===== src/spp_pkg.sv =====
package spp_pkg;
    // ==========================================================
    // pixel and packet geometry
    localparam int PIX_W = 10;
    localparam int SHIFT_W = 18;
    localparam logic [4:0] LEN_SOLO = 5'h0c;
    localparam logic [4:0] LEN_STEREO = 5'h12;
    localparam logic START_BIT = 1'b1;
    localparam logic STOP_BIT = 1'b0;
    localparam logic IDLE_BIT = 1'b0;

    // ==========================================================
    // reserved words and substitution value, in sent-field units
    localparam logic [7:0] WORD_IMG_RISE = 8'h00;
    localparam logic [7:0] WORD_ROW_RISE = 8'h01;
    localparam logic [7:0] WORD_ROW_FALL = 8'h02;
    localparam logic [7:0] WORD_IMG_FALL = 8'h03;
    localparam logic [7:0] SUBST = 8'h04;

    // ==========================================================
    // column binning select codes and repeat limits
    localparam logic [1:0] BIN_X2 = 2'h1;
    localparam logic [1:0] BIN_X4 = 2'h2;
    localparam logic [1:0] REP_X1 = 2'h0;
    localparam logic [1:0] REP_X2 = 2'h1;
    localparam logic [1:0] REP_X4 = 2'h3;
endpackage


===== src/spp_packetizer.sv =====
`timescale 1ns/100ps
module spp_packetizer #(
    parameter int PIX_W = spp_pkg::PIX_W
) (
    input wire logic clk,
    input wire logic nrst,
    input wire logic use_10bit,
    input wire logic stereo,
    input wire logic [1:0] col_bin,
    input wire logic [PIX_W-1:0] pix,
    input wire logic [PIX_W-1:0] slave_pix,
    input wire logic row_active,
    input wire logic image_active,
    output logic pix_take,
    output logic pkt_start,
    output logic ser_out
);
    // ==========================================================
    // state
    typedef struct packed {
        logic q_row;
        logic q_img;
        logic [PIX_W-1:0] p_pix;
        logic [PIX_W-1:0] p_spix;
        logic p_row;
        logic p_img;
        logic [PIX_W-1:0] n_pix;
        logic [PIX_W-1:0] n_spix;
        logic n_row;
        logic n_img;
        logic st;
        logic w10;
        logic [1:0] bin;
        logic [1:0] rep;
        logic take;
        logic start;
        logic pkt18;
    } spp_state_s;

    spp_state_s cur;
    spp_state_s next_cur;
    logic [spp_pkg::SHIFT_W-1:0] word;
    logic [4:0] len;
    logic last;
    logic almost;
    logic code_hit;
    logic [7:0] code;
    logic [PIX_W-1:0] mval;
    logic [PIX_W-1:0] sval;
    logic [1:0] rep_max;

    if (PIX_W != 10) begin : g_bad_width
        $error("spp_packetizer: packet layout needs PIX_W of 10");
    end

    // ==========================================================
    // helpers
    // put a reserved word into the field that is sent, except in stereo packets with w10 set
    function automatic logic [PIX_W-1:0] place(input logic [7:0] c,
                                               input logic w10);
        if (w10) begin
            return {2'h0, c};
        end else begin
            return {c, 2'h0};
        end
    endfunction

    // substitute values that would look like a reserved word, except in stereo packets with w10 set
    function automatic logic [PIX_W-1:0] clamp(input logic [PIX_W-1:0] v,
                                               input logic w10);
        if (w10) begin
            return (v < {2'h0, spp_pkg::SUBST}) ? {2'h0, spp_pkg::SUBST} : v;
        end else begin
            return (v[9:2] < spp_pkg::SUBST) ? {spp_pkg::SUBST, 2'h0} : v;
        end
    endfunction

    // ==========================================================
    // serialiser
    spp_shift #(
        .MAX_LEN(spp_pkg::SHIFT_W)
    ) u_shift (
        .clk(clk),
        .nrst(nrst),
        .word(word),
        .len(len),
        .ser_out(ser_out),
        .last(last),
        .almost(almost)
    );

    assign pix_take = cur.take;
    assign pkt_start = cur.start;

    // reserved word choice for the middle sample
    always_comb begin
        code_hit = 1'b1;
        code = spp_pkg::WORD_IMG_FALL;
        if (!cur.p_img && cur.q_img) begin
            code = spp_pkg::WORD_IMG_FALL;
        end else if (!cur.p_row && cur.q_row) begin
            code = spp_pkg::WORD_ROW_FALL;
        end else if (!cur.p_img && cur.n_img) begin
            code = spp_pkg::WORD_IMG_RISE;
        end else if (!cur.p_row && cur.n_row) begin
            code = spp_pkg::WORD_ROW_RISE;
        end else begin
            code_hit = 1'b0;
        end
    end

    // field values and packet word
    always_comb begin
        mval = code_hit ? place(code, cur.w10)
                        : clamp(cur.p_pix, cur.w10);
        sval = code_hit ? place(code, cur.w10)
                        : clamp(cur.p_spix, cur.w10);
        if (cur.st) begin
            word = {spp_pkg::STOP_BIT, sval[9:2], mval[9:2],
                    spp_pkg::START_BIT};
            len = spp_pkg::LEN_STEREO;
        end else if (cur.w10) begin
            word = {6'h00, spp_pkg::STOP_BIT, mval,
                    spp_pkg::START_BIT};
            len = spp_pkg::LEN_SOLO;
        end else begin
            word = {6'h00, spp_pkg::STOP_BIT, cur.p_img, cur.p_row,
                    mval[9:2], spp_pkg::START_BIT};
            len = spp_pkg::LEN_SOLO;
        end
    end

    // repeat count, pipeline advance and mode capture
    always_comb begin
        next_cur = cur;
        case (cur.bin)
            spp_pkg::BIN_X2: rep_max = spp_pkg::REP_X2;
            spp_pkg::BIN_X4: rep_max = spp_pkg::REP_X4;
            default: rep_max = spp_pkg::REP_X1;
        endcase
        next_cur.take = almost && (cur.rep >= rep_max);
        next_cur.start = last;
        if (last) begin
            next_cur.pkt18 = cur.st;
            if (cur.take) begin
                next_cur.rep = 2'h0;
                next_cur.q_row = cur.p_row;
                next_cur.q_img = cur.p_img;
                next_cur.p_pix = cur.n_pix;
                next_cur.p_spix = cur.n_spix;
                next_cur.p_row = cur.n_row;
                next_cur.p_img = cur.n_img;
                next_cur.n_pix = pix;
                next_cur.n_spix = slave_pix;
                next_cur.n_row = row_active;
                next_cur.n_img = image_active;
                next_cur.st = stereo;
                next_cur.w10 = use_10bit;
                next_cur.bin = col_bin;
            end else begin
                next_cur.rep = cur.rep + 2'h1;
            end
        end
    end

    // state register
    always_ff @(posedge clk or negedge nrst) begin
        if (!nrst) begin
            cur <= '0;
        end else begin
            cur <= next_cur;
        end
    end
endmodule // spp_packetizer


===== src/spp_shift.sv =====
`timescale 1ns/100ps
module spp_shift #(
    parameter int MAX_LEN = spp_pkg::SHIFT_W
) (
    input wire logic clk,
    input wire logic nrst,
    input wire logic [MAX_LEN-1:0] word,
    input wire logic [4:0] len,
    output logic ser_out,
    output logic last,
    output logic almost
);
    // ==========================================================
    // state
    typedef struct packed {
        logic [MAX_LEN-1:0] sh;
        logic [4:0] cnt;
        logic [4:0] len;
    } spp_shift_s;

    spp_shift_s cur;
    spp_shift_s next_cur;

    if (MAX_LEN < 18 || MAX_LEN > 31) begin : g_bad_len
        $error("spp_shift: MAX_LEN must be 18 to 31");
    end

    // end-of-packet flags for the framer
    assign last = (cur.cnt == cur.len - 5'h01);
    assign almost = (cur.cnt == cur.len - 5'h02);
    assign ser_out = cur.sh[0];

    // load on the last bit, otherwise shift out lsb first
    always_comb begin
        next_cur = cur;
        if (last) begin
            next_cur.sh = word;
            next_cur.cnt = 5'h00;
            next_cur.len = len;
        end else begin
            next_cur.sh = {1'b0, cur.sh[MAX_LEN-1:1]};
            next_cur.cnt = cur.cnt + 5'h01;
        end
    end

    // state register
    always_ff @(posedge clk or negedge nrst) begin
        if (!nrst) begin
            cur.sh <= '0;
            cur.cnt <= 5'h00;
            cur.len <= spp_pkg::LEN_SOLO;
        end else begin
            cur <= next_cur;
        end
    end
endmodule // spp_shift


===== config.mk =====
export PLATFORM = sky130hd
export DESIGN_NAME = spp_packetizer
export DESIGN_NICKNAME = d
export VERILOG_FILES = /design/src/spp_pkg.sv /design/src/spp_packetizer.sv /design/src/spp_shift.sv
export SDC_FILE = /design/constraint.sdc
export NUM_CORES = 1
export LEC_CHECK = 0
export ABC_AREA = 1
export ABC_CLOCK_PERIOD_IN_PS = 5900
export BUFFER_PORTS_ARGS = -buffer_cell sky130_fd_sc_hd__buf_4
export CAP_MARGIN = 20
export CORE_MARGIN = 2
export CORE_UTILIZATION = 44
export DETAILED_ROUTE_END_ITERATION = 8
export HOLD_SLACK_MARGIN = 0.1
export PLACE_DENSITY = 0.66
export SYNTH_ARGS = -nofsm -noshare
export SYNTH_HDL_FRONTEND = slang
export SYNTH_SLANG_ARGS = --single-unit

===== constraint.sdc =====
create_clock -name clk -period 5.9 [get_ports clk]
set_clock_uncertainty 0.05 [all_clocks]
set_input_delay 0.295 -clock clk [delete_from_list [all_inputs] [get_ports clk]]
set_output_delay 0.295 -clock clk [all_outputs]
set_load 0.1 [all_outputs]

==> metrics, run 1 <==
synthesized cell area roughly 0.0034 mm2; port bufs 28; kind of critical path flip-flop to flip-flop; post-layout min period 2960 ps; drt drc 0; R2R setup slack 2940 ps; RSZ-0062 raised after global routing false; Worst slew margin 0.385; gr ovfl total 0; largest net degree at the start of global routing 75; Post-synth EDFFs 0; Max-cap violations 0; crit path DAT 3110 ps; ant diodes 0; post-synth top area cell dfrtp_1; met2 usage 0.259; die area 0.00837 mm2; total track usage 0.174; dpl cell area between 0.003 and 0.004 mm2; r2r startpoint u_shift.cur[3]$_DFFE_PN1P_; final hold violation count 0; drt total wl approximately 6.3 mm; routing usage on met3 0.0332; HP Start slave_pix[8]; crit share post-route 0.502; leak pwr 0.00214 uW; first-pass GRT wire length ~12 mm; Synth Register Bits 74; final instance area 0.00405 mm2; share of cells above drive strength 1 0.138; Power Dens Cells ~270 mW/mm2; Synth async-reset ratio 1.00; Synth cell types 26; status finished, final reports clean; Worst-Margin Slew 923 ps; FF-to-FF End cur[38]$_DFFE_PN0P_; GR Layer Usage met1 0.248; Synth Instances 397; # setup viols final 0; initial core utilization 0.459; register area approximately 0.0019 mm2; initial antenna violation count 0; clk_lat worst skew 340 ps; Final Slew Violations 0; Final GP Congestion 0.868; total power between 1000 and 1500 uW; ANT nets after route 0; CTS tree done; CP Capture Type flip-flop; clk sink count between 70 and 80; synthesis-to-finish area growth 20.1%; row cnt 31; fillcell total 665; DR iter-0 viols ~140; post-synth top area share 0.542; Critical Path End cur[38]$_DFFE_PN0P_; VDD IR max 0.142 mV; core box area 0.00733 mm2; Startpoint Class flip-flop; Num CTS Buffers 9; register area share after synthesis 0.550; cell count of the worst reg-to-reg path 11; via/cell ratio 4.63; nets ~480; Cell Count Post-Placement 510; final core occ 0.552; Yosys Warn Count 0; Non-Filler Instances 548; post-synthesis area per instance 8.48 um2; peak fanout along the critical path 57; Worst-path clk slew 80 ps; Most used DFF post-synth dfrtp_1; routed len/inst between 10 and 15 um; count leader, synth nand2_1; Hold WC Path Type input port to flip-flop; CP required 6050 ps; multi-input logic area around 0.0013 mm2; fmax between 300 and 400 MHz; die height slightly above 90 um; depth of the CTS H-tree 3; hold depth 3; GR peak layer met2; routed vias 2535; Ports 31; setup total negative slack 0 ps; Detailed Place HPWL 4.10 mm; top cells by count, synth nand2_1, dfrtp_1, inv_1, nor2_1, o21ai_0; Area contributors post-synth dfrtp_1, nand2_1, inv_1; worst setup path start u_shift.cur[3]$_DFFE_PN1P_; CTS Buffer Depth 2; Syn Nets 431; vias in the first global route 2474; DRT Pass-1 Iters 4; clk root buf clkbuf_8; Die X 91.5 um
==> layout by cell type, fill, tap and decap left out, drive strengths merged, types with 3 or more instances in the layout <==
cell,synthesis,layout
clkbuf,2,12
buf,13,29
clkinv,1,3
nand2,154,154
o21ai,38,38
nor2,33,33
a21oi,6,6
nor3,5,5
ha,6,6
inv,36,36
xor2,3,3
dfrtp,73,73
o211ai,6,6
dlygate4sd3,0,22
nand3,14,14
==> logic make-up (layout without fill, tap and decap cells) <==
group           after synthesis  after routing  share of synthesized area
simple gates                210            210                      0.249
flops                        74             74                      0.550
buf+inv                      52            104                     0.0754
compound gates               50             50                     0.0899
fa+ha+maj                     6              6                     0.0223
xor+xnor                      5              5                     0.0130
==> routing by layer <==
| layer | vias to the layer above | wire length (um) |
|---|---|---|
| met5 | - | 0 |
| met4 | 0 | 100 |
| met3 | 9 | 166 |
| met2 | 37 | 2820 |
| met1 | 1155 | 3260 |
| li1 | 1334 | - |
==> registers in the layout, summed over array words and instances (netlist names) <==
signal / cells
u_shift.ser_out: 1
pix_take: 1
pkt_start: 1
cur: 48
u_shift.cur: 23
==> metrics by stage <==
step           worst slack (ps)  hold slack (ps)
6_report                   2940              111
5_1_grt                    2630              105
4_1_cts                    2910              100
3_5_place_dp               2920              377
3_3_place_gp               2970              367
2_1_floorplan              3970            -50.6
==> worst max-delay path, stage by stage (launching register included) <==
cell and delay [ps]:
dfstp_2 530, inv_1 50, ha_1 200, xnor2_1 210, nor2_2 100, nand2_1 110, nor2_4 90, nand2_2 60
buf_4 350, clkinv_2 680, nand2_1 270, o21ai_0 110
==> what timing repair did <==
action,in CTS,in global routing
hold buffers,22,0
resized for setup,0,0
endpoints found under the hold margin,94,0
setup buffers,0,0
==> report_power, final <==
part / leakage [uW] / total, uW / switching, uW / internal (uW)
Sequential: 0.000867 / 527 / 5.86 / 521
Clock: 0.000117 / 442 / 180 / 262
Combinational: 0.00115 / 119 / 71.9 / 46.8
==> worst min path at each step <==
stage,endpoint,slack (ps)
2_1_floorplan,cur[10]$_DFFE_PN0P_,-50
3_5_place_dp,u_shift.ser_out$_DFF_PN0_,380
6_report,cur[19]$_DFFE_PN0P_,110
4_1_cts,cur[19]$_DFFE_PN0P_,100
5_1_grt,cur[19]$_DFFE_PN0P_,100
3_3_place_gp,u_shift.ser_out$_DFF_PN0_,370
==> area by class of cell <==
| class | count | area share |
|---|---|---|
| Multi-Input combinational cell | 271 | 0.312 |
| Timing Repair Buffer | 51 | 0.108 |
| Sequential cell | 74 | 0.458 |
| Tap cell | 99 | 0.0306 |
| Clock inverter | 4 | 0.0182 |
| Clock buffer | 12 | 0.0384 |
| Inverter | 37 | 0.0346 |
Note: power is estimated with default switching activity, not from simulation.
==> inputs of run 2 (changes only) <==
--- a/config.mk
+++ b/config.mk
@@ -5,8 +5,8 @@
 export SDC_FILE = /design/constraint.sdc
 export NUM_CORES = 1
 export LEC_CHECK = 0
-export ABC_AREA = 1
-export ABC_CLOCK_PERIOD_IN_PS = 5900
+export ABC_AREA = 0
+export ABC_CLOCK_PERIOD_IN_PS = 2800
 export BUFFER_PORTS_ARGS = -buffer_cell sky130_fd_sc_hd__buf_4
 export CAP_MARGIN = 20
 export CORE_MARGIN = 2
==> constraint.sdc (replaced) <==
create_clock -name clk -period 2.8 [get_ports clk]
set_clock_uncertainty 0.05 [all_clocks]
set_input_delay 0.14 -clock clk [delete_from_list [all_inputs] [get_ports clk]]
set_output_delay 0.14 -clock clk [all_outputs]
set_load 0.1 [all_outputs]
==> run 2 against run 1 <==
Sequential power grew to 2.6 times the previous value. Final cell count shrank 23%. Setup slack lost 2400 ps. Utilization shrank 0.61 points. Register-to-register slack lost 2400 ps. Critical path type unchanged. Non-clock buffer count grew 8. Area after synthesis grew 1.2%. Synthesized cell count shrank 37%.
==> metrics, run 2 <==
fillcell total 658 (was 665); DR iter-0 viols 94 (was 143); Synth async-reset ratio 1.00 (unchanged); post-synthesis area per instance 13.5 um2 (was 8.48 um2); setup bufs post-CTS 0 (unchanged); kind of critical path flip-flop to flip-flop (unchanged); share of cells above drive strength 1 0.311 (was 0.138); Final GP Congestion 0.841 (was 0.868); die area 0.00847 mm2 (was 0.00837 mm2); synthesized cell area 0.00341 mm2 (was 0.00337 mm2); clk_lat worst skew 350 ps (was 340 ps); Power Dens Cells 723 mW/mm2 (was 269 mW/mm2); CP required 2980 ps (was 6050 ps); Die X 92.0 um (was 91.5 um); post_cts resized 0 (unchanged); final hold violation count 0 (unchanged); FF-to-FF End cur[52]$_DFFE_PN0P_ (was cur[38]$_DFFE_PN0P_); dpl cell area 0.00374 mm2 (was 0.00360 mm2); most common cell after layout, fill and taps aside dfrtp_1 (was nand2_1); Num CTS Buffers 9 (unchanged); # setup viols final 0 (unchanged); post-synth top area share 0.536 (was 0.542); Synth Register Bits 74 (unchanged); top cells by count, synth dfrtp_1, mux2_4, nand2_1, inv_1, nor2_1 (was nand2_1, dfrtp_1, inv_1, nor2_1, o21ai_0); Post-synth EDFFs 0 (unchanged); post-synth top area cell dfrtp_1 (unchanged); Critical Path End cur[52]$_DFFE_PN0P_ (was cur[38]$_DFFE_PN0P_); RSZ-0062 raised after global routing false (unchanged); cell count of the worst reg-to-reg path 9 (was 11); Cell Count Post-Placement 379 (was 510); Most used DFF post-synth dfrtp_1 (unchanged); CTS tree done (unchanged); Final Slew Violations 0 (unchanged); ANT nets after route 0 (unchanged); max reg flops 48 (unchanged); post-layout min period 2310 ps (was 2960 ps); clk sink count 74 (unchanged); synthesis-to-finish area growth 21.8% (was 20.1%); final hold slack 381 ps (was 111 ps); vias in the first global route 2265 (was 2474); Worst-Margin Slew 894 ps (was 923 ps); crit path DAT 2500 ps (was 3110 ps); die height 92.0 um (was 91.5 um); CP Capture Type flip-flop (unchanged); Synth Instances 252 (was 397); Max-cap violations 0 (unchanged); initial core utilization 0.448 (was 0.459); DRT Pass-1 Iters 4 (unchanged); Startpoint Class flip-flop (unchanged); Detailed Place HPWL 3.74 mm (was 4.10 mm); via/cell ratio 5.12 (was 4.63); VDD IR max 0.327 mV (was 0.142 mV); status finished, final reports clean (unchanged); register area share after synthesis 0.544 (was 0.550); first-pass GRT wire length 10.3 mm (was 11.6 mm); Hold WC Path Type flip-flop to flip-flop (was input port to flip-flop); row cnt 32 (was 31); initial antenna violation count 0 (unchanged); CTS Buffer Depth 2 (unchanged); final instance area 0.00415 mm2 (was 0.00405 mm2); crit share post-route 0.826 (was 0.502); port bufs 28 (unchanged); Yosys Warn Count 0 (unchanged); worst setup path start u_shift.cur[3]$_DFFE_PN1P_ (unchanged); Top Registers cur: 48 flops, u_shift.cur: 23 flops (unchanged); clk root buf clkbuf_8 (unchanged); routed len/inst 13.9 um (was 11.6 um); total track usage 0.157 (was 0.174); Ports 31 (unchanged); Area contributors post-synth dfrtp_1, mux2_4, ha_1 (was dfrtp_1, nand2_1, inv_1); fmax 433 MHz (was 337 MHz); Worst slew margin 0.404 (was 0.385); core box area 0.00761 mm2 (was 0.00733 mm2); depth of the CTS H-tree 3 (unchanged); Syn Nets 286 (was 431); drt drc 0 (unchanged); Non-Filler Instances 420 (was 548); Biggest register cur (unchanged); R2R setup slack 490 ps (was 2940 ps); Synth cell types 44 (was 26); drt total wl 5.84 mm (was 6.34 mm); peak fanout along the critical path 16 (was 57); gr ovfl total 0 (unchanged); routed vias 2149 (was 2535); leak pwr 0.00204 uW (was 0.00214 uW); nets 347 (was 478); setup total negative slack 0 ps (unchanged); count leader, synth dfrtp_1 (was nand2_1); Worst-path clk slew 70 ps (was 80 ps); ant diodes 0 (unchanged); r2r startpoint u_shift.cur[3]$_DFFE_PN1P_ (unchanged); most frequent cells in the layout dfrtp_1, mux2_4, buf_4 (was nand2_1, dfrtp_1, inv_1); largest net degree at the start of global routing 75 (unchanged); final core occ 0.546 (was 0.552)
==> run 2: cell types whose count changed after synthesis, moves of 5 or more <==
| cell | delta |
|---|---|
| a22o_1 | +5 |
| buf_2 | -7 |
| inv_1 | -25 |
| mux2_2 | +6 |
| mux2_4 | +39 |
| mux2i_1 | +6 |
| nand2_1 | -140 |
| nand3_1 | -10 |
| nor2_1 | -22 |
| o211ai_1 | -5 |
| o21ai_0 | -17 |
| o21ai_1 | -8 |
| o21ai_2 | -10 |
| o31ai_1 | +6 |
==> run 2: timing repair <==
item	CTS	global route
hold buffers	25	0
endpoints found under the hold margin	97	0
setup endpoints to repair	0	0
==> run 2: how the worst min path moves through the flow <==
stage	from	to	slack, ps	cells after the start
finish	u_shift.cur[22]$_DFF_PN0_	u_shift.cur[21]$_DFF_PN0_	380	2
global route	u_shift.cur[11]$_DFF_PN0_	u_shift.ser_out$_DFF_PN0_	400	1
CTS	u_shift.cur[22]$_DFF_PN0_	u_shift.cur[21]$_DFF_PN0_	380	2
detailed placement	nrst	cur[9]$_DFFE_PN0P_	280	1
global placement	nrst	cur[31]$_DFFE_PN0P_	280	1
floorplan	nrst	cur[10]$_DFFE_PN0P_	-210	0
==> run 2: cells by family after synthesis <==
| family | count (synthesis) | synth area share |
|---|---|---|
| AO/OA/AOI/OAI | 39 | 0.0837 |
| adder cells (fa/ha/maj) | 6 | 0.0220 |
| XOR/XNOR | 7 | 0.0180 |
| multiplexers | 51 | 0.209 |
| AND/OR/NAND/NOR | 54 | 0.0899 |
| buffers and inverters | 21 | 0.0334 |
| flip-flops | 74 | 0.544 |
==> run 2: power breakdown <==
group	total (uW)	switching (uW)	internal [uW]
Combinational	919	484	435
Sequential	1390	144	1240
Clock	696	381	315
==> run 2: through the flow <==
stage          setup slack, ps  total power (uW)
2_1_floorplan              455              2070
3_3_place_gp               519              2280
3_5_place_dp               484              2310
4_1_cts                    468              3050
5_1_grt                    392              3200
6_report                   488              3000
==> run 2: layout make-up <==
type	count	area (um2)	share of cell area
Sequential cell	74	1850	0.446
Multi-Input combinational cell	157	1440	0.347
Timing Repair Buffer	59	518	0.125
Clock buffer	10	128	0.0307
Tap cell	102	128	0.0307
Inverter	12	50.0	0.0121
Clock inverter	6	33.8	0.00814
==> run 2: critical path, cell delays in order (launching register included) <==
cell and delay, ps:
dfstp_2 550, inv_1 40, ha_1 190, xnor2_1 170, nor4_4 370, nand2_4 100
clkinv_4 100, nand2_4 60, buf_4 230, mux2_4 330
==> run 2: metal layers <==
metal  vias to the layer above  GRT usage  wire length, um
met3                        13     0.0271              200
li1                       1036          -                -
met4                         0     0.0958              141
met1                      1062      0.202             2780
met5                         -          0                0
met2                        38      0.247             2710
==> inputs of run 3 (changes only) <==
--- a/config.mk
+++ b/config.mk
@@ -6,14 +6,14 @@
 export NUM_CORES = 1
 export LEC_CHECK = 0
 export ABC_AREA = 0
-export ABC_CLOCK_PERIOD_IN_PS = 2800
+export ABC_CLOCK_PERIOD_IN_PS = 2100
 export BUFFER_PORTS_ARGS = -buffer_cell sky130_fd_sc_hd__buf_4
 export CAP_MARGIN = 20
 export CORE_MARGIN = 2
 export CORE_UTILIZATION = 44
 export DETAILED_ROUTE_END_ITERATION = 8
 export HOLD_SLACK_MARGIN = 0.1
-export PLACE_DENSITY = 0.66
+export PLACE_DENSITY = 0.68
 export SYNTH_ARGS = -nofsm -noshare
 export SYNTH_HDL_FRONTEND = slang
 export SYNTH_SLANG_ARGS = --single-unit
==> constraint.sdc (replaced) <==
create_clock -name clk -period 2.1 [get_ports clk]
set_clock_uncertainty 0.05 [all_clocks]
set_input_delay 0.105 -clock clk [delete_from_list [all_inputs] [get_ports clk]]
set_output_delay 0.105 -clock clk [all_outputs]
set_load 0.1 [all_outputs]
==> run 3 against run 2 <==
The flow now finishes with violations (setup timing). Final area grew 6.3%. Global-route usage increased by 0.069 points. Fmax up 5.9%. Sequential power rose by 34%. Clock power grew 40%. Critical path depth stayed put. Critical endpoint is now cur[20]$_DFFE_PN0P_. Largest power group unchanged. Setup slack worse by 570 ps. Hold slack worse by 140 ps. First-iteration DRC count rose by 54%. Routed wire length rose by 2.1%.
==> metrics, run 3 (synthesized netlist as in run 2, its figures left out) <==
ant diodes 0 (unchanged); Startpoint Class flip-flop (unchanged); vias in the first global route 2143 (was 2265); CP required 2290 ps (was 2980 ps); routed vias 2202 (was 2149); share of cells above drive strength 1 0.377 (was 0.311); Max-cap violations 0 (unchanged); crit path DAT 2370 ps (was 2500 ps); crit share post-route 1.04 (was 0.826); multi-input logic area 0.00153 mm2 (was 0.00144 mm2); max reg flops 48 (unchanged); die height 92.0 um (unchanged); Power Dens Cells 996 mW/mm2 (was 723 mW/mm2); ANT nets after route 0 (unchanged); nets 363 (was 347); gr ovfl total 0 (unchanged); initial antenna violation count 0 (unchanged); via/cell ratio 5.05 (was 5.12); first-pass GRT wire length 10.3 mm (about the same); drt total wl 5.96 mm (was 5.84 mm); failing checks setup timing; most common cell after layout, fill and taps aside dfrtp_1 (unchanged); r2r startpoint u_shift.cur[3]$_DFFE_PN1P_ (unchanged); depth of the CTS H-tree 3 (unchanged); kind of critical path flip-flop to flip-flop (unchanged); drt drc 0 (unchanged); post-layout min period 2180 ps (was 2310 ps); CTS tree done (unchanged); synthesis-to-finish area growth 29.5% (was 21.8%); peak fanout along the critical path 20 (was 16); VDD IR max 0.587 mV (was 0.327 mV); DRT Pass-1 Iters 4 (unchanged); final core occ 0.580 (was 0.546); total track usage 0.157 (about the same); Final Slew Violations 0 (unchanged); fmax 458 MHz (was 433 MHz); Die X 92.0 um (unchanged); CTS Buffer Depth 2 (unchanged); clk_lat worst skew 350 ps (about the same); Worst-path clk slew 80 ps (was 70 ps); clk sink count 74 (unchanged); CP Capture Type flip-flop (unchanged); Non-Filler Instances 436 (was 420); FF-to-FF End cur[20]$_DFFE_PN0P_ (was cur[52]$_DFFE_PN0P_); Worst slew margin 0.659 (was 0.404); # setup viols final 50 (was 0); most frequent cells in the layout dfrtp_1, buf_4, mux2_4 (was dfrtp_1, mux2_4, buf_4); Top Registers cur: 48 flops, u_shift.cur: 23 flops (unchanged); setup ws final -83.1 ps (was 488 ps); largest net degree at the start of global routing 75 (unchanged); cell count of the worst reg-to-reg path 9 (unchanged); Final GP Congestion 0.837 (was 0.841); Num CTS Buffers 9 (unchanged); final hold violation count 0 (unchanged); Hold WC Path Type input port to asynchronous set/reset pin (was flip-flop to flip-flop); die area 0.00847 mm2 (unchanged); Biggest register cur (unchanged); port bufs 28 (unchanged); Ports 31 (unchanged); initial core utilization 0.448 (unchanged); clk root buf clkbuf_8 (unchanged); Worst-Margin Slew 512 ps (was 894 ps); core box area 0.00761 mm2 (unchanged); RSZ-0062 raised after global routing true (was false); status complete, but fails checks (was finished, final reports clean); row cnt 32 (unchanged); Detailed Place HPWL 3.95 mm (was 3.74 mm); register area 0.00185 mm2 (unchanged); leak pwr 0.00213 uW (was 0.00204 uW); routed len/inst 13.7 um (was 13.9 um); fillcell total 616 (was 658); DR iter-0 viols 145 (was 94); Cell Count Post-Placement 391 (was 379); R2R setup slack -80 ps (was 490 ps)
[run 3: timing repair]
action | 4_1_cts | 5_1_grt
pin swaps | 0 | 1
gates cloned | 0 | 0
endpoints found under the setup margin | 51 | 60
buffers inserted | 0 | 4
hold buffers | 25 | 0
resized for setup | 0 | 14
endpoints found under the hold margin | 98 | 0
[run 3: layout make-up]
cell class	count	area share
Clock buffer	9	0.0281
Clock inverter	7	0.0125
Inverter	12	0.0113
Multi-Input combinational cell	157	0.346
Sequential cell	74	0.420
Tap cell	102	0.0289
Timing Repair Buffer	75	0.153
[run 3: worst max path at each step]
stage / startpoint / endpoint / slack (ps) / depth (start not counted)
6_report: u_shift.cur[3]$_DFFE_PN1P_ / cur[20]$_DFFE_PN0P_ / -80 / 9
3_3_place_gp: u_shift.cur[3]$_DFFE_PN1P_ / cur[17]$_DFFE_PN0P_ / -40 / 9
5_1_grt: u_shift.cur[3]$_DFFE_PN1P_ / cur[20]$_DFFE_PN0P_ / -150 / 9
2_1_floorplan: u_shift.cur[3]$_DFFE_PN1P_ / cur[10]$_DFFE_PN0P_ / -180 / 9
4_1_cts: u_shift.cur[3]$_DFFE_PN1P_ / cur[20]$_DFFE_PN0P_ / -80 / 9
3_5_place_dp: u_shift.cur[3]$_DFFE_PN1P_ / cur[20]$_DFFE_PN0P_ / -60 / 9
[run 3: per-layer routing]
metal | global-route usage | wire length, um | vias up
met4 | 0.0560 | 97 | 0
met3 | 0.0501 | 238 | 10
met2 | 0.240 | 2750 | 46
met1 | 0.212 | 2870 | 1080
met5 | 0 | 0 | -
li1 | - | - | 1066
[run 3: worst max-delay path: stages, from the launching register on]
cell	delay, ps
dfstp_2	560
inv_2	40
ha_4	160
xnor2_4	120
nor4_4	370
nand2_4	110
clkinv_4	80
nand2_8	60
buf_12	180
mux2_4	310
[run 3: report_power, final]
group | internal, uW | switching, uW
sequential | 1660 | 201
clock | 435 | 541
combinational | 808 | 752
[run 3: through the flow]
| step | hold slack, ps | setup TNS (ps) | setup slack [ps] | power [uW] | instance area (um2) |
|---|---|---|---|---|---|
| 6_report | 244 | -2710 | -83.1 | 4390 | 4410 |
| 5_1_grt | 287 | -6630 | -154 | 4680 | 4410 |
| 4_1_cts | 258 | -2910 | -82.5 | 4280 | 4310 |
| 3_5_place_dp | 99.8 | -1950 | -63.3 | 3240 | 3880 |
| 3_3_place_gp | 101 | -1070 | -35.3 | 3200 | 3880 |
| 2_1_floorplan | -241 | -7080 | -182 | 2810 | 3450 |
